**src/hdl/bbt_defines.svh**
```systemverilog
/*
 * constants for the bidirectional bus transceiver: widths, boundary cell
 * layout, reset values and test opcodes.
 * assumes inclusion by bare name from the design file, the bus model and the bench.
 */
`ifndef BBT_DEFINES_SVH
`define BBT_DEFINES_SVH
// ==================================================
// data path
`define BBT_W 20
// ==================================================
// boundary cells: [19:0] a pins, [39:20] b pins, then controls
`define BBT_BS_W 48
`define BBT_BS_B_LO 20
`define BBT_BS_CTL 40
`define BBT_BS_OE_A 46
`define BBT_BS_OE_B 47
`define BBT_BS_RESET 48'hC000_0000_0000
// ==================================================
// instruction register and opcodes
`define BBT_IR_W 8
`define BBT_IR_RESET 8'h81
`define BBT_IR_CAPT 8'h01
`define BBT_OP_EXTEST 8'h00
`define BBT_OP_SAMPLE 8'h82
`define BBT_OP_RUNT 8'h87
`define BBT_OP_BYPASS 8'hFF
// ==================================================
// boundary control register and its operations
`define BBT_BCR_RESET 3'h2
`define BBT_BCR_SIG 3'h2
`define BBT_BCR_PSEUDO_RANDOM_PATTERN_GENERATION 3'h3
`define BBT_BCR_SIGCNT 3'h4
// ==================================================
// identification, value is arbitrary
`define BBT_IDCODE 32'h0000_1001
`endif

```
**src/hdl/bbt_pkg.sv**
```systemverilog
/*
 * types for the bidirectional bus transceiver.
 * assumes nothing beyond a systemverilog compiler.
 */
package bbt_pkg;
  // ==================================================
  // test access port controller states
  typedef enum logic [3:0] {
    BBT_TLR, BBT_RTI, BBT_SDR, BBT_CDR, BBT_SHD, BBT_E1D, BBT_PD, BBT_E2D, BBT_UDR,
    BBT_SIR, BBT_CIR, BBT_SHI, BBT_E1I, BBT_PI, BBT_E2I, BBT_UIR
  } bbt_tap_t;
  // ==================================================
  // data register selected by the instruction
  typedef enum logic [1:0] {BBT_SEL_BYP, BBT_SEL_ID, BBT_SEL_BS, BBT_SEL_BCR} bbt_sel_t;
endpackage

```
**src/hdl/bbt_top.sv**
```systemverilog
/*
 * bidirectional bus transceiver with boundary test logic, all in one clock.
 * assumes every pin input is synchronous to core_clk_i; pin clocks and the
 * test clock are sampled and edge-detected, so they must run well below it.
 */
// Notes on behaviour
// - twenty-bit paths a to b and b to a with separate controls.
// - a-to-b latch enable high passes a data straight to b.
// - latch enable low holds stored value if clock enable high or clock still.
// - latch enable and clock enable low capture a on a-to-b clock rise.
// - b outputs driven when output enable low, high impedance when high.
// - b to a behaves identically with its own four controls.
// - test mode suppresses normal path; boundary cells own every pin.
// - test port activity in normal mode leaves the data path alone.
// - test logic samples pin data and can self test the cells.
// - signature compression on a inputs, pseudo-random patterns on b outputs.
// - all test and scan work follows the test clock only.
// - exactly one boundary cell per pin.
// - combined signature plus binary count operation exists under the run instruction.
// - test inputs sampled on test clock rise, outputs change on fall.
// - controller starts in reset state where normal function runs.
`timescale 1ns/100ps
`include "bbt_defines.svh"
module bbt_top (
  // clock and reset
  input wire logic core_clk_i,
  input wire logic rst_b_i,
  // a port pins
  input wire logic [`BBT_W-1:0] a_in_i,
  output logic [`BBT_W-1:0] a_out_o,
  output logic a_oe_o,
  // b port pins
  input wire logic [`BBT_W-1:0] b_in_i,
  output logic [`BBT_W-1:0] b_out_o,
  output logic b_oe_o,
  // a to b controls
  input wire logic a_to_b_output_enable_n_i,
  input wire logic a_to_b_latch_enable_i,
  input wire logic a_to_b_clock_enable_n_i,
  input wire logic a_to_b_clock_i,
  // b to a controls
  input wire logic b_to_a_output_enable_n_i,
  input wire logic b_to_a_latch_enable_i,
  input wire logic b_to_a_clock_enable_n_i,
  input wire logic b_to_a_clock_i,
  // test access port
  input wire logic tck_i,
  input wire logic tms_i,
  input wire logic tdi_i,
  output logic tdo_o,
  output logic tdo_oe_o,
  // stream of words captured by a-to-b clock edges
  output logic [`BBT_W-1:0] cap_data_o,
  output logic cap_valid_o,
  input wire logic cap_ready_i,
  output logic cap_accept_o
);
  // ==================================================
  // reset release through two flops
  logic rst_s1_q, rst_n;
  always_ff @(posedge core_clk_i or negedge rst_b_i) begin
    if (!rst_b_i) begin
      rst_s1_q <= 1'b0;
      rst_n <= 1'b0;
    end else begin
      rst_s1_q <= 1'b1;
      rst_n <= rst_s1_q;
    end
  end
  // ==================================================
  // edge detection of sampled pin clocks and test clock
  logic abck_q, back_q, tck_q;
  logic ab_rise, ba_rise, tck_rise, tck_fall;
  assign ab_rise = a_to_b_clock_i & ~abck_q;
  assign ba_rise = b_to_a_clock_i & ~back_q;
  assign tck_rise = tck_i & ~tck_q;
  assign tck_fall = ~tck_i & tck_q;
  // ==================================================
  // test access port state and registers
  bbt_pkg::bbt_tap_t tap_q, tap_d;
  bbt_pkg::bbt_sel_t sel;
  logic [`BBT_IR_W-1:0] ir_q, ir_d, irs_q, irs_d;
  logic [`BBT_BS_W-1:0] bs_q, bs_d, upd_q, upd_d, pins;
  logic [31:0] dr_q, dr_d;
  logic [2:0] bcr_q, bcr_d;
  logic [5:0] dlen;
  logic test_q, test_d, tdo_q, tdo_d, tdoe_q, tdoe_d;
  // maximal-length 20-bit shift, used for signature and pattern
  function automatic logic [`BBT_W-1:0] lfsr(input logic [`BBT_W-1:0] x);
    lfsr = {x[`BBT_W-2:0], x[`BBT_W-1] ^ x[16]};
  endfunction
  // one cell per pin, controls included
  assign pins = {a_to_b_output_enable_n_i, b_to_a_output_enable_n_i, b_to_a_clock_i,
                 a_to_b_clock_i, b_to_a_clock_enable_n_i, a_to_b_clock_enable_n_i,
                 b_to_a_latch_enable_i, a_to_b_latch_enable_i, b_in_i, a_in_i};
  // data register chosen by the current instruction
  always_comb begin
    unique case (ir_q)
      `BBT_IR_RESET: sel = bbt_pkg::BBT_SEL_ID;
      `BBT_OP_EXTEST, `BBT_OP_SAMPLE: sel = bbt_pkg::BBT_SEL_BS;
      `BBT_OP_RUNT: sel = bbt_pkg::BBT_SEL_BCR;
      default: sel = bbt_pkg::BBT_SEL_BYP;
    endcase
    dlen = (sel == bbt_pkg::BBT_SEL_ID) ? 6'd32 : (sel == bbt_pkg::BBT_SEL_BCR) ? 6'd3 : 6'd1;
  end
  // controller walk and register actions, all gated by test clock edges
  always_comb begin
    tap_d = tap_q;
    ir_d = ir_q;
    irs_d = irs_q;
    bs_d = bs_q;
    upd_d = upd_q;
    dr_d = dr_q;
    bcr_d = bcr_q;
    tdo_d = tdo_q;
    tdoe_d = tdoe_q;
    if (tck_rise) begin
      unique case (tap_q)
        bbt_pkg::BBT_TLR: tap_d = tms_i ? bbt_pkg::BBT_TLR : bbt_pkg::BBT_RTI;
        bbt_pkg::BBT_RTI: tap_d = tms_i ? bbt_pkg::BBT_SDR : bbt_pkg::BBT_RTI;
        bbt_pkg::BBT_SDR: tap_d = tms_i ? bbt_pkg::BBT_SIR : bbt_pkg::BBT_CDR;
        bbt_pkg::BBT_CDR, bbt_pkg::BBT_SHD: tap_d = tms_i ? bbt_pkg::BBT_E1D : bbt_pkg::BBT_SHD;
        bbt_pkg::BBT_E1D: tap_d = tms_i ? bbt_pkg::BBT_UDR : bbt_pkg::BBT_PD;
        bbt_pkg::BBT_PD: tap_d = tms_i ? bbt_pkg::BBT_E2D : bbt_pkg::BBT_PD;
        bbt_pkg::BBT_E2D: tap_d = tms_i ? bbt_pkg::BBT_UDR : bbt_pkg::BBT_SHD;
        bbt_pkg::BBT_UDR, bbt_pkg::BBT_UIR: tap_d = tms_i ? bbt_pkg::BBT_SDR : bbt_pkg::BBT_RTI;
        bbt_pkg::BBT_SIR: tap_d = tms_i ? bbt_pkg::BBT_TLR : bbt_pkg::BBT_CIR;
        bbt_pkg::BBT_CIR, bbt_pkg::BBT_SHI: tap_d = tms_i ? bbt_pkg::BBT_E1I : bbt_pkg::BBT_SHI;
        bbt_pkg::BBT_E1I: tap_d = tms_i ? bbt_pkg::BBT_UIR : bbt_pkg::BBT_PI;
        bbt_pkg::BBT_PI: tap_d = tms_i ? bbt_pkg::BBT_E2I : bbt_pkg::BBT_PI;
        bbt_pkg::BBT_E2I: tap_d = tms_i ? bbt_pkg::BBT_UIR : bbt_pkg::BBT_SHI;
      endcase
      unique case (tap_q)
        bbt_pkg::BBT_TLR: begin
          ir_d = `BBT_IR_RESET;
          bcr_d = `BBT_BCR_RESET;
          upd_d[`BBT_BS_OE_B:`BBT_BS_OE_A] = 2'b11;
        end
        bbt_pkg::BBT_RTI: begin
          // built-in operations run only under their own instruction
          if (ir_q == `BBT_OP_RUNT) begin
            if (bcr_q == `BBT_BCR_SIG || bcr_q == `BBT_BCR_SIGCNT)
              bs_d[`BBT_W-1:0] = lfsr(bs_q[`BBT_W-1:0]) ^ a_in_i;
            if (bcr_q == `BBT_BCR_PSEUDO_RANDOM_PATTERN_GENERATION)
              upd_d[`BBT_BS_CTL-1:`BBT_BS_B_LO] = lfsr(upd_q[`BBT_BS_CTL-1:`BBT_BS_B_LO]);
            if (bcr_q == `BBT_BCR_SIGCNT)
              upd_d[`BBT_BS_CTL-1:`BBT_BS_B_LO] = upd_q[`BBT_BS_CTL-1:`BBT_BS_B_LO] + 20'h0_0001;
          end
        end
        bbt_pkg::BBT_CDR: begin
          // sample snapshot, and in test mode the self test of the cells
          if (sel == bbt_pkg::BBT_SEL_BS) bs_d = pins;
          dr_d = (sel == bbt_pkg::BBT_SEL_ID) ? `BBT_IDCODE : 32'h0000_0000; // bypass loads 0
          if (sel == bbt_pkg::BBT_SEL_BCR) dr_d = {29'h0, bcr_q};
        end
        bbt_pkg::BBT_SHD: begin
          if (sel == bbt_pkg::BBT_SEL_BS) begin
            bs_d = {tdi_i, bs_q[`BBT_BS_W-1:1]};
          end else begin
            for (int i = 0; i < 32; i++) begin
              dr_d[i] = (i == int'(dlen) - 1) ? tdi_i : (i < int'(dlen) - 1) ? dr_q[i+1] : 1'b0;
            end
          end
        end
        bbt_pkg::BBT_UDR: begin
          if (sel == bbt_pkg::BBT_SEL_BS) upd_d = bs_q;
          if (sel == bbt_pkg::BBT_SEL_BCR) bcr_d = dr_q[2:0];
        end
        bbt_pkg::BBT_CIR: irs_d = `BBT_IR_CAPT;
        bbt_pkg::BBT_SHI: irs_d = {tdi_i, irs_q[`BBT_IR_W-1:1]};
        bbt_pkg::BBT_UIR: ir_d = irs_q;
        default: ;
      endcase
    end
    // serial output moves only on the falling test clock edge
    if (tck_fall) begin
      tdoe_d = (tap_q == bbt_pkg::BBT_SHD) || (tap_q == bbt_pkg::BBT_SHI);
      tdo_d = (tap_q == bbt_pkg::BBT_SHI) ? irs_q[0] :
              (sel == bbt_pkg::BBT_SEL_BS) ? bs_q[0] : dr_q[0];
    end
    // test mode only under instructions that drive pins
    test_d = (ir_d == `BBT_OP_EXTEST) || (ir_d == `BBT_OP_RUNT);
  end
  // register the test state
  always_ff @(posedge core_clk_i or negedge rst_n) begin
    if (!rst_n) begin
      tap_q <= bbt_pkg::BBT_TLR;
      ir_q <= `BBT_IR_RESET;
      irs_q <= `BBT_IR_RESET;
      bs_q <= `BBT_BS_RESET;
      upd_q <= `BBT_BS_RESET;
      dr_q <= 32'h0000_0000;
      bcr_q <= `BBT_BCR_RESET;
      test_q <= 1'b0;
      tdo_q <= 1'b0;
      tdoe_q <= 1'b0;
      tck_q <= 1'b0;
    end else begin
      tap_q <= tap_d;
      ir_q <= ir_d;
      irs_q <= irs_d;
      bs_q <= bs_d;
      upd_q <= upd_d;
      dr_q <= dr_d;
      bcr_q <= bcr_d;
      test_q <= test_d;
      tdo_q <= tdo_d;
      tdoe_q <= tdoe_d;
      tck_q <= tck_i;
    end
  end
  // ==================================================
  // transceiver storage: one bit per bit, shared by latch and register
  logic [`BBT_W-1:0] ab_q, ab_d, ba_q, ba_d, aout_d, bout_d;
  logic ab_cap, ba_cap, aoe_d, boe_d;
  assign ab_cap = ~a_to_b_clock_enable_n_i & ab_rise;
  assign ba_cap = ~b_to_a_clock_enable_n_i & ba_rise;
  // storage freezes in test mode so normal state survives a test session
  always_comb begin
    ab_d = ab_q;
    ba_d = ba_q;
    if (!test_q) begin
      if (a_to_b_latch_enable_i || ab_cap) ab_d = a_in_i;
      if (b_to_a_latch_enable_i || ba_cap) ba_d = b_in_i;
    end
    // outputs follow next storage so transparency costs one cycle only
    bout_d = test_q ? upd_q[`BBT_BS_CTL-1:`BBT_BS_B_LO] : ab_d;
    aout_d = test_q ? upd_q[`BBT_W-1:0] : ba_d;
    boe_d = test_q ? ~upd_q[`BBT_BS_OE_B] : ~a_to_b_output_enable_n_i;
    aoe_d = test_q ? ~upd_q[`BBT_BS_OE_A] : ~b_to_a_output_enable_n_i;
  end
  // no data reset exists on the pins; reset only gives outputs a defined start
  always_ff @(posedge core_clk_i or negedge rst_n) begin
    if (!rst_n) begin
      ab_q <= 20'h0_0000;
      ba_q <= 20'h0_0000;
      b_out_o <= 20'h0_0000;
      a_out_o <= 20'h0_0000;
      b_oe_o <= 1'b0;
      a_oe_o <= 1'b0;
      abck_q <= 1'b0;
      back_q <= 1'b0;
    end else begin
      ab_q <= ab_d;
      ba_q <= ba_d;
      b_out_o <= bout_d;
      a_out_o <= aout_d;
      b_oe_o <= boe_d;
      a_oe_o <= aoe_d;
      abck_q <= a_to_b_clock_i;
      back_q <= b_to_a_clock_i;
    end
  end
  // ==================================================
  // two-entry buffer of clocked captures; a full buffer refuses new words
  logic [`BBT_W-1:0] hd_q, hd_d, tl_q, tl_d;
  logic vld_q, vld_d, hold_q, hold_d, push, pop;
  assign push = ab_cap & ~test_q & ~a_to_b_latch_enable_i & ~hold_q;
  assign pop = vld_q & cap_ready_i;
  always_comb begin
    hd_d = hd_q;
    tl_d = tl_q;
    vld_d = vld_q;
    hold_d = hold_q;
    if (pop) begin
      if (hold_q) begin
        hd_d = tl_q;
        hold_d = 1'b0;
      end else begin
        vld_d = 1'b0;
      end
    end
    if (push) begin
      if (vld_d) begin
        tl_d = a_in_i;
        hold_d = 1'b1;
      end else begin
        hd_d = a_in_i;
        vld_d = 1'b1;
      end
    end
  end
  always_ff @(posedge core_clk_i or negedge rst_n) begin
    if (!rst_n) begin
      hd_q <= 20'h0_0000;
      tl_q <= 20'h0_0000;
      vld_q <= 1'b0;
      hold_q <= 1'b0;
      cap_accept_o <= 1'b1;
    end else begin
      hd_q <= hd_d;
      tl_q <= tl_d;
      vld_q <= vld_d;
      hold_q <= hold_d;
      cap_accept_o <= ~hold_d;
    end
  end
  assign cap_data_o = hd_q;
  assign cap_valid_o = vld_q;
  assign tdo_o = tdo_q;
  assign tdo_oe_o = tdoe_q;
endmodule

```
**config.mk**
```make
export PLATFORM = sky130hd
export DESIGN_NAME = bbt_top
export DESIGN_NICKNAME = d
export VERILOG_FILES = /design/src/hdl/bbt_pkg.sv /design/src/hdl/bbt_top.sv
export VERILOG_INCLUDE_DIRS = /design/src /design/src/hdl
export SDC_FILE = /design/constraint.sdc
export NUM_CORES = 1
export LEC_CHECK = 0
export BUFFER_PORTS_ARGS = -buffer_cell sky130_fd_sc_hd__buf_2
export CORE_MARGIN = 1
export CORE_UTILIZATION = 33
export CTS_BUF_LIST = sky130_fd_sc_hd__clkbuf_4
export DETAILED_ROUTE_END_ITERATION = 10
export GPL_TIMING_DRIVEN = 0
export PLACE_DENSITY = 0.54
export SLEW_MARGIN = 20
export SYNTH_ARGS = -nofsm -noshare
export SYNTH_HDL_FRONTEND = slang
export SYNTH_SLANG_ARGS = --single-unit
```
**constraint.sdc**
```tcl
create_clock -name core_clk_i -period 17 [get_ports core_clk_i]
set_input_delay 1.7 -clock core_clk_i [delete_from_list [all_inputs] [get_ports core_clk_i]]
set_output_delay 1.7 -clock core_clk_i [all_outputs]
set_load 0.02 [all_outputs]
```
==> metrics.cfg <==
[outcome]
status = finished clean

[hold_path]
hold_path.class = reg -> async

[logic_synthesis]
syn-cell-area_sq_um = 13150
synth_edf_count = 0
synth.avg_cell_area_sq_um = 10.67
synthArstFlopShare = 1.000
yosysSeqAreaShare = 0.5300
syn_inst = 1232
ys_types = 70
synthFlopType = dfrtp_1
syn_nets = 1287
ys_ff_latch = 278
yosysWarnings = 0

[cts]
postCtsResizedCells = 0
hold_buffers = 0
clockBufferDepth = 3
cts_tree = done
path_clk_slew_ps = 70
htree_levels = 3
clock-sinks = 278
clkLatencyLatePin_ps = 710
postCtsSetupBuffers = 0
cts_buffers = 76
cts-root-buf = clkbuf_4

[placement]
dpl.hpwl_mm = 26.45
io_buffers = 118
routabilityCongestion = 0.8789

[critical_path]
cp_slowest_cell = nor4_1
path_buf_inv = 2
setup.worst_path.start_class = input port
worstSetupEndpointType = flop
reg2reg_from = tap_q[1]
rr_endpoint = bs_q[17]
required_ps = 17560
worstSetupPathType = in -> reg
slowest_delay_ps = 640
r2r_slack_ps = 14130
cp_cell_sequence = buf_2 -> or3b_2 -> nor4_1 -> nor2b_1 -> clkbuf_1 -> o21ai_0
cp_max_fo = 10
cp_top_family = simple AND/OR/NAND/NOR gates
reg2reg_depth = 9
arrival_ps = 3940

[global_routing]
grt.met2_usage = 0.2594
top_usage_layer = met1
grt_pass1_vias = 10289
antenna_found_initial = 3
overflow = 0
grt_usage = 0.1848
use_met1 = 0.2789
grtUsageMet3 = 0.04049
grt_pass1_wl_mm = 58.89
grt_max_degree = 54

[pwr]
p_per_area_nw_per_um2 = 126.5
leakagePower_nw = 7.014
ir_drop_v = 0.00006264

[timing]
finalSetupTns_ps = 0
skew_ps = 50.56
hold_viol = 0
fin_crit_sh = 0.1991
max-slew-margin-rel = 0.3807
max_freq_mhz = 295.5
slew_violations = 0
setup_viol = 0
fin_crit_ps = 3384
rsz0062_at_grt = no
tightest_slew_ps = 928.9

[layout]
post_route_cells_drive_above_1_share = 0.2669
n_fill_cell = 3864
fin_nets = 1488
post-route-util = 0.3970
area_delta_synth_final_pct = 17.76

[detailed_routing]
ant_nets = 0
vias_per_cell = 5.151
routed_wl_mm = 36.74
num_vias = 10308
wl_per_cell_um = 18.36
firstDrtPassIters = 6
post-route-drc-count = 0
drt_iter0_drc = 698

[floorplanning]
die_w_um = 201.6
initial_core_util = 0.3371
fp.dieH_um = 201.6
core_area_sq_um = 39010
rows = 72
ios = 120
dieArea_sq_um = 40650

[run]
maxCapViolCount = 0

-- cell usage in the layout (no fill, tap or decap), drive strengths merged, types with 3 or more instances in the layout --
cell    netlist  routed
a21o          3       3
a21oi        39      39
a221o        19      19
a22o          6       6
a22oi        11      11
a31oi        11      11
a32o          3       3
and2          3       3
buf          37     160
bufinv        0       3
clkbuf       56     159
clkinv        0      17
dfrtp       268     268
dfstp        10      10
diode         0       3
inv          17      18
mux2        103     103
mux2i        95      95
nand2       208     208
nand2b        3       3
nand3        16      16
nand4         5       5
nor2         26      26
nor2b         5       5
nor3          5       5
nor3b        24      24
nor4         10      10
o211ai        5       5
o21ai       169     169
o22ai         8       8
o31ai         6       6
o41ai         3       3
or2           7       7
or4           7       7
or4b          3       3
xor2          4       4
-- cell families (layout without fill, tap and decap cells) --
logic type | count (synthesis) | after routing | synth area share
other | 1 | 4 | 0.0002852
multiplexers | 198 | 198 | 0.1657
buffers and inverters | 110 | 358 | 0.03644
adder cells (fa/ha/maj) | 1 | 1 | 0.0009513
flip-flops | 278 | 278 | 0.5300
AND/OR/NAND/NOR | 334 | 334 | 0.1223
XOR/XNOR | 6 | 6 | 0.003996
AO/OA/AOI/OAI | 304 | 304 | 0.1404
-- Yosys cell counts (all sizes together), types with 3 or more instances --
library cell  instances  area share
or4b                  3      0.0023
nor2b                 5      0.0024
buf                  37       0.016
mux2i                95       0.072
o41ai                 3      0.0020
nor2                 26      0.0074
nand4                 5      0.0024
o31ai                 6      0.0034
clkbuf               56       0.016
a21o                  3      0.0017
a21oi                39       0.015
a32o                  3      0.0023
inv                  17      0.0049
and2                  3      0.0014
nor4                 10      0.0070
xor2                  4      0.0027
o211ai                5      0.0029
nor3b                24       0.014
a31oi                11      0.0064
o21ai               169       0.064
a22o                  6      0.0040
a221o                19       0.014
o22ai                 8      0.0038
nand3                16      0.0061
mux2                103       0.093
or2                   7      0.0033
dfstp                10       0.020
nor3                  5      0.0028
nand2               208       0.060
or4                   7      0.0040
nand2b                3      0.0014
dfrtp               268        0.51
a22oi                11      0.0067
-- per-layer routing --
metal,vias to the layer above,wire length (um),share of wire
li1,4841,-,-
met5,-,10,0.00027
met2,305,15530,0.42
met4,2,618,0.017
met3,52,2185,0.059
met1,5108,18390,0.50
-- worst register-to-register path, stage by stage (launching register included) --
cell and delay (ps):
dfrtp_1 370, buf_2 180, or4b_1 510, buf_2 210, nand2_1 180, buf_4 240, nand2_1 70, a21oi_1 340
buf_4 280, mux2_2 360
-- report_power, final --
group | switching (mW) | internal [mW]
Clock | 0.284 | 0.325
Sequential | 0.0731 | 0.774
Combinational | 0.313 | 0.190
Total | 0.671 | 1.29
-- metrics by stage --
step                      hold WS (ps)  instances  area [sq um]  worst slack (ps)  total power, mW
after detailed placement         341.0       1873         14530             12860            1.362
final                            352.5       2001         15490             13620            1.960
after global placement           338.2       1868         14390              5162            1.348
after CTS                        356.3       1998         15470             13630            1.983
after floorplan                  331.2       1232         13150              8696            1.192
after global routing             368.6       1999         15480             13490            2.089
-- area by class of cell --
type | instances | area [sq um] | area share
antenna | 3 | 7.507 | 0.0004848
inverter | 17 | 63.81 | 0.004121
tap | 518 | 648.1 | 0.04185
clock inverter | 22 | 172.7 | 0.01115
sequential | 278 | 6973 | 0.4503
clock buffer | 103 | 773.2 | 0.04993
timing repair buffer | 123 | 720.7 | 0.04654
buffer | 93 | 415.4 | 0.02682
multi-input combinational | 844 | 5712 | 0.3688
-- how the worst max path moves through the flow --
stage,from,depth (start not counted),slack [ps],endpoint
after global routing,a_to_b_clock_enable_n_i,7,13490,cap_data_o[9]
after floorplan,rst_n,0,8700,a_oe_o
after detailed placement,a_to_b_clock_enable_n_i,6,12860,cap_data_o[11]
after CTS,a_to_b_clock_enable_n_i,6,13630,cap_data_o[11]
final,a_to_b_clock_enable_n_i,6,13620,cap_data_o[11]
after global placement,rst_n,0,5160,cap_data_o[13]
-- sequential cells by signal, summed over array words and instances (netlist names), 20 cells and up --
name / cells
ab_q: 20
b_out_o: 20
bs_q: 48
upd_q: 42
tl_q: 20
dr_q: 32
a_out_o: 20
cap_data_o: 20
ba_q: 20
No activity file was read; power rests on OpenSTA's default activity.
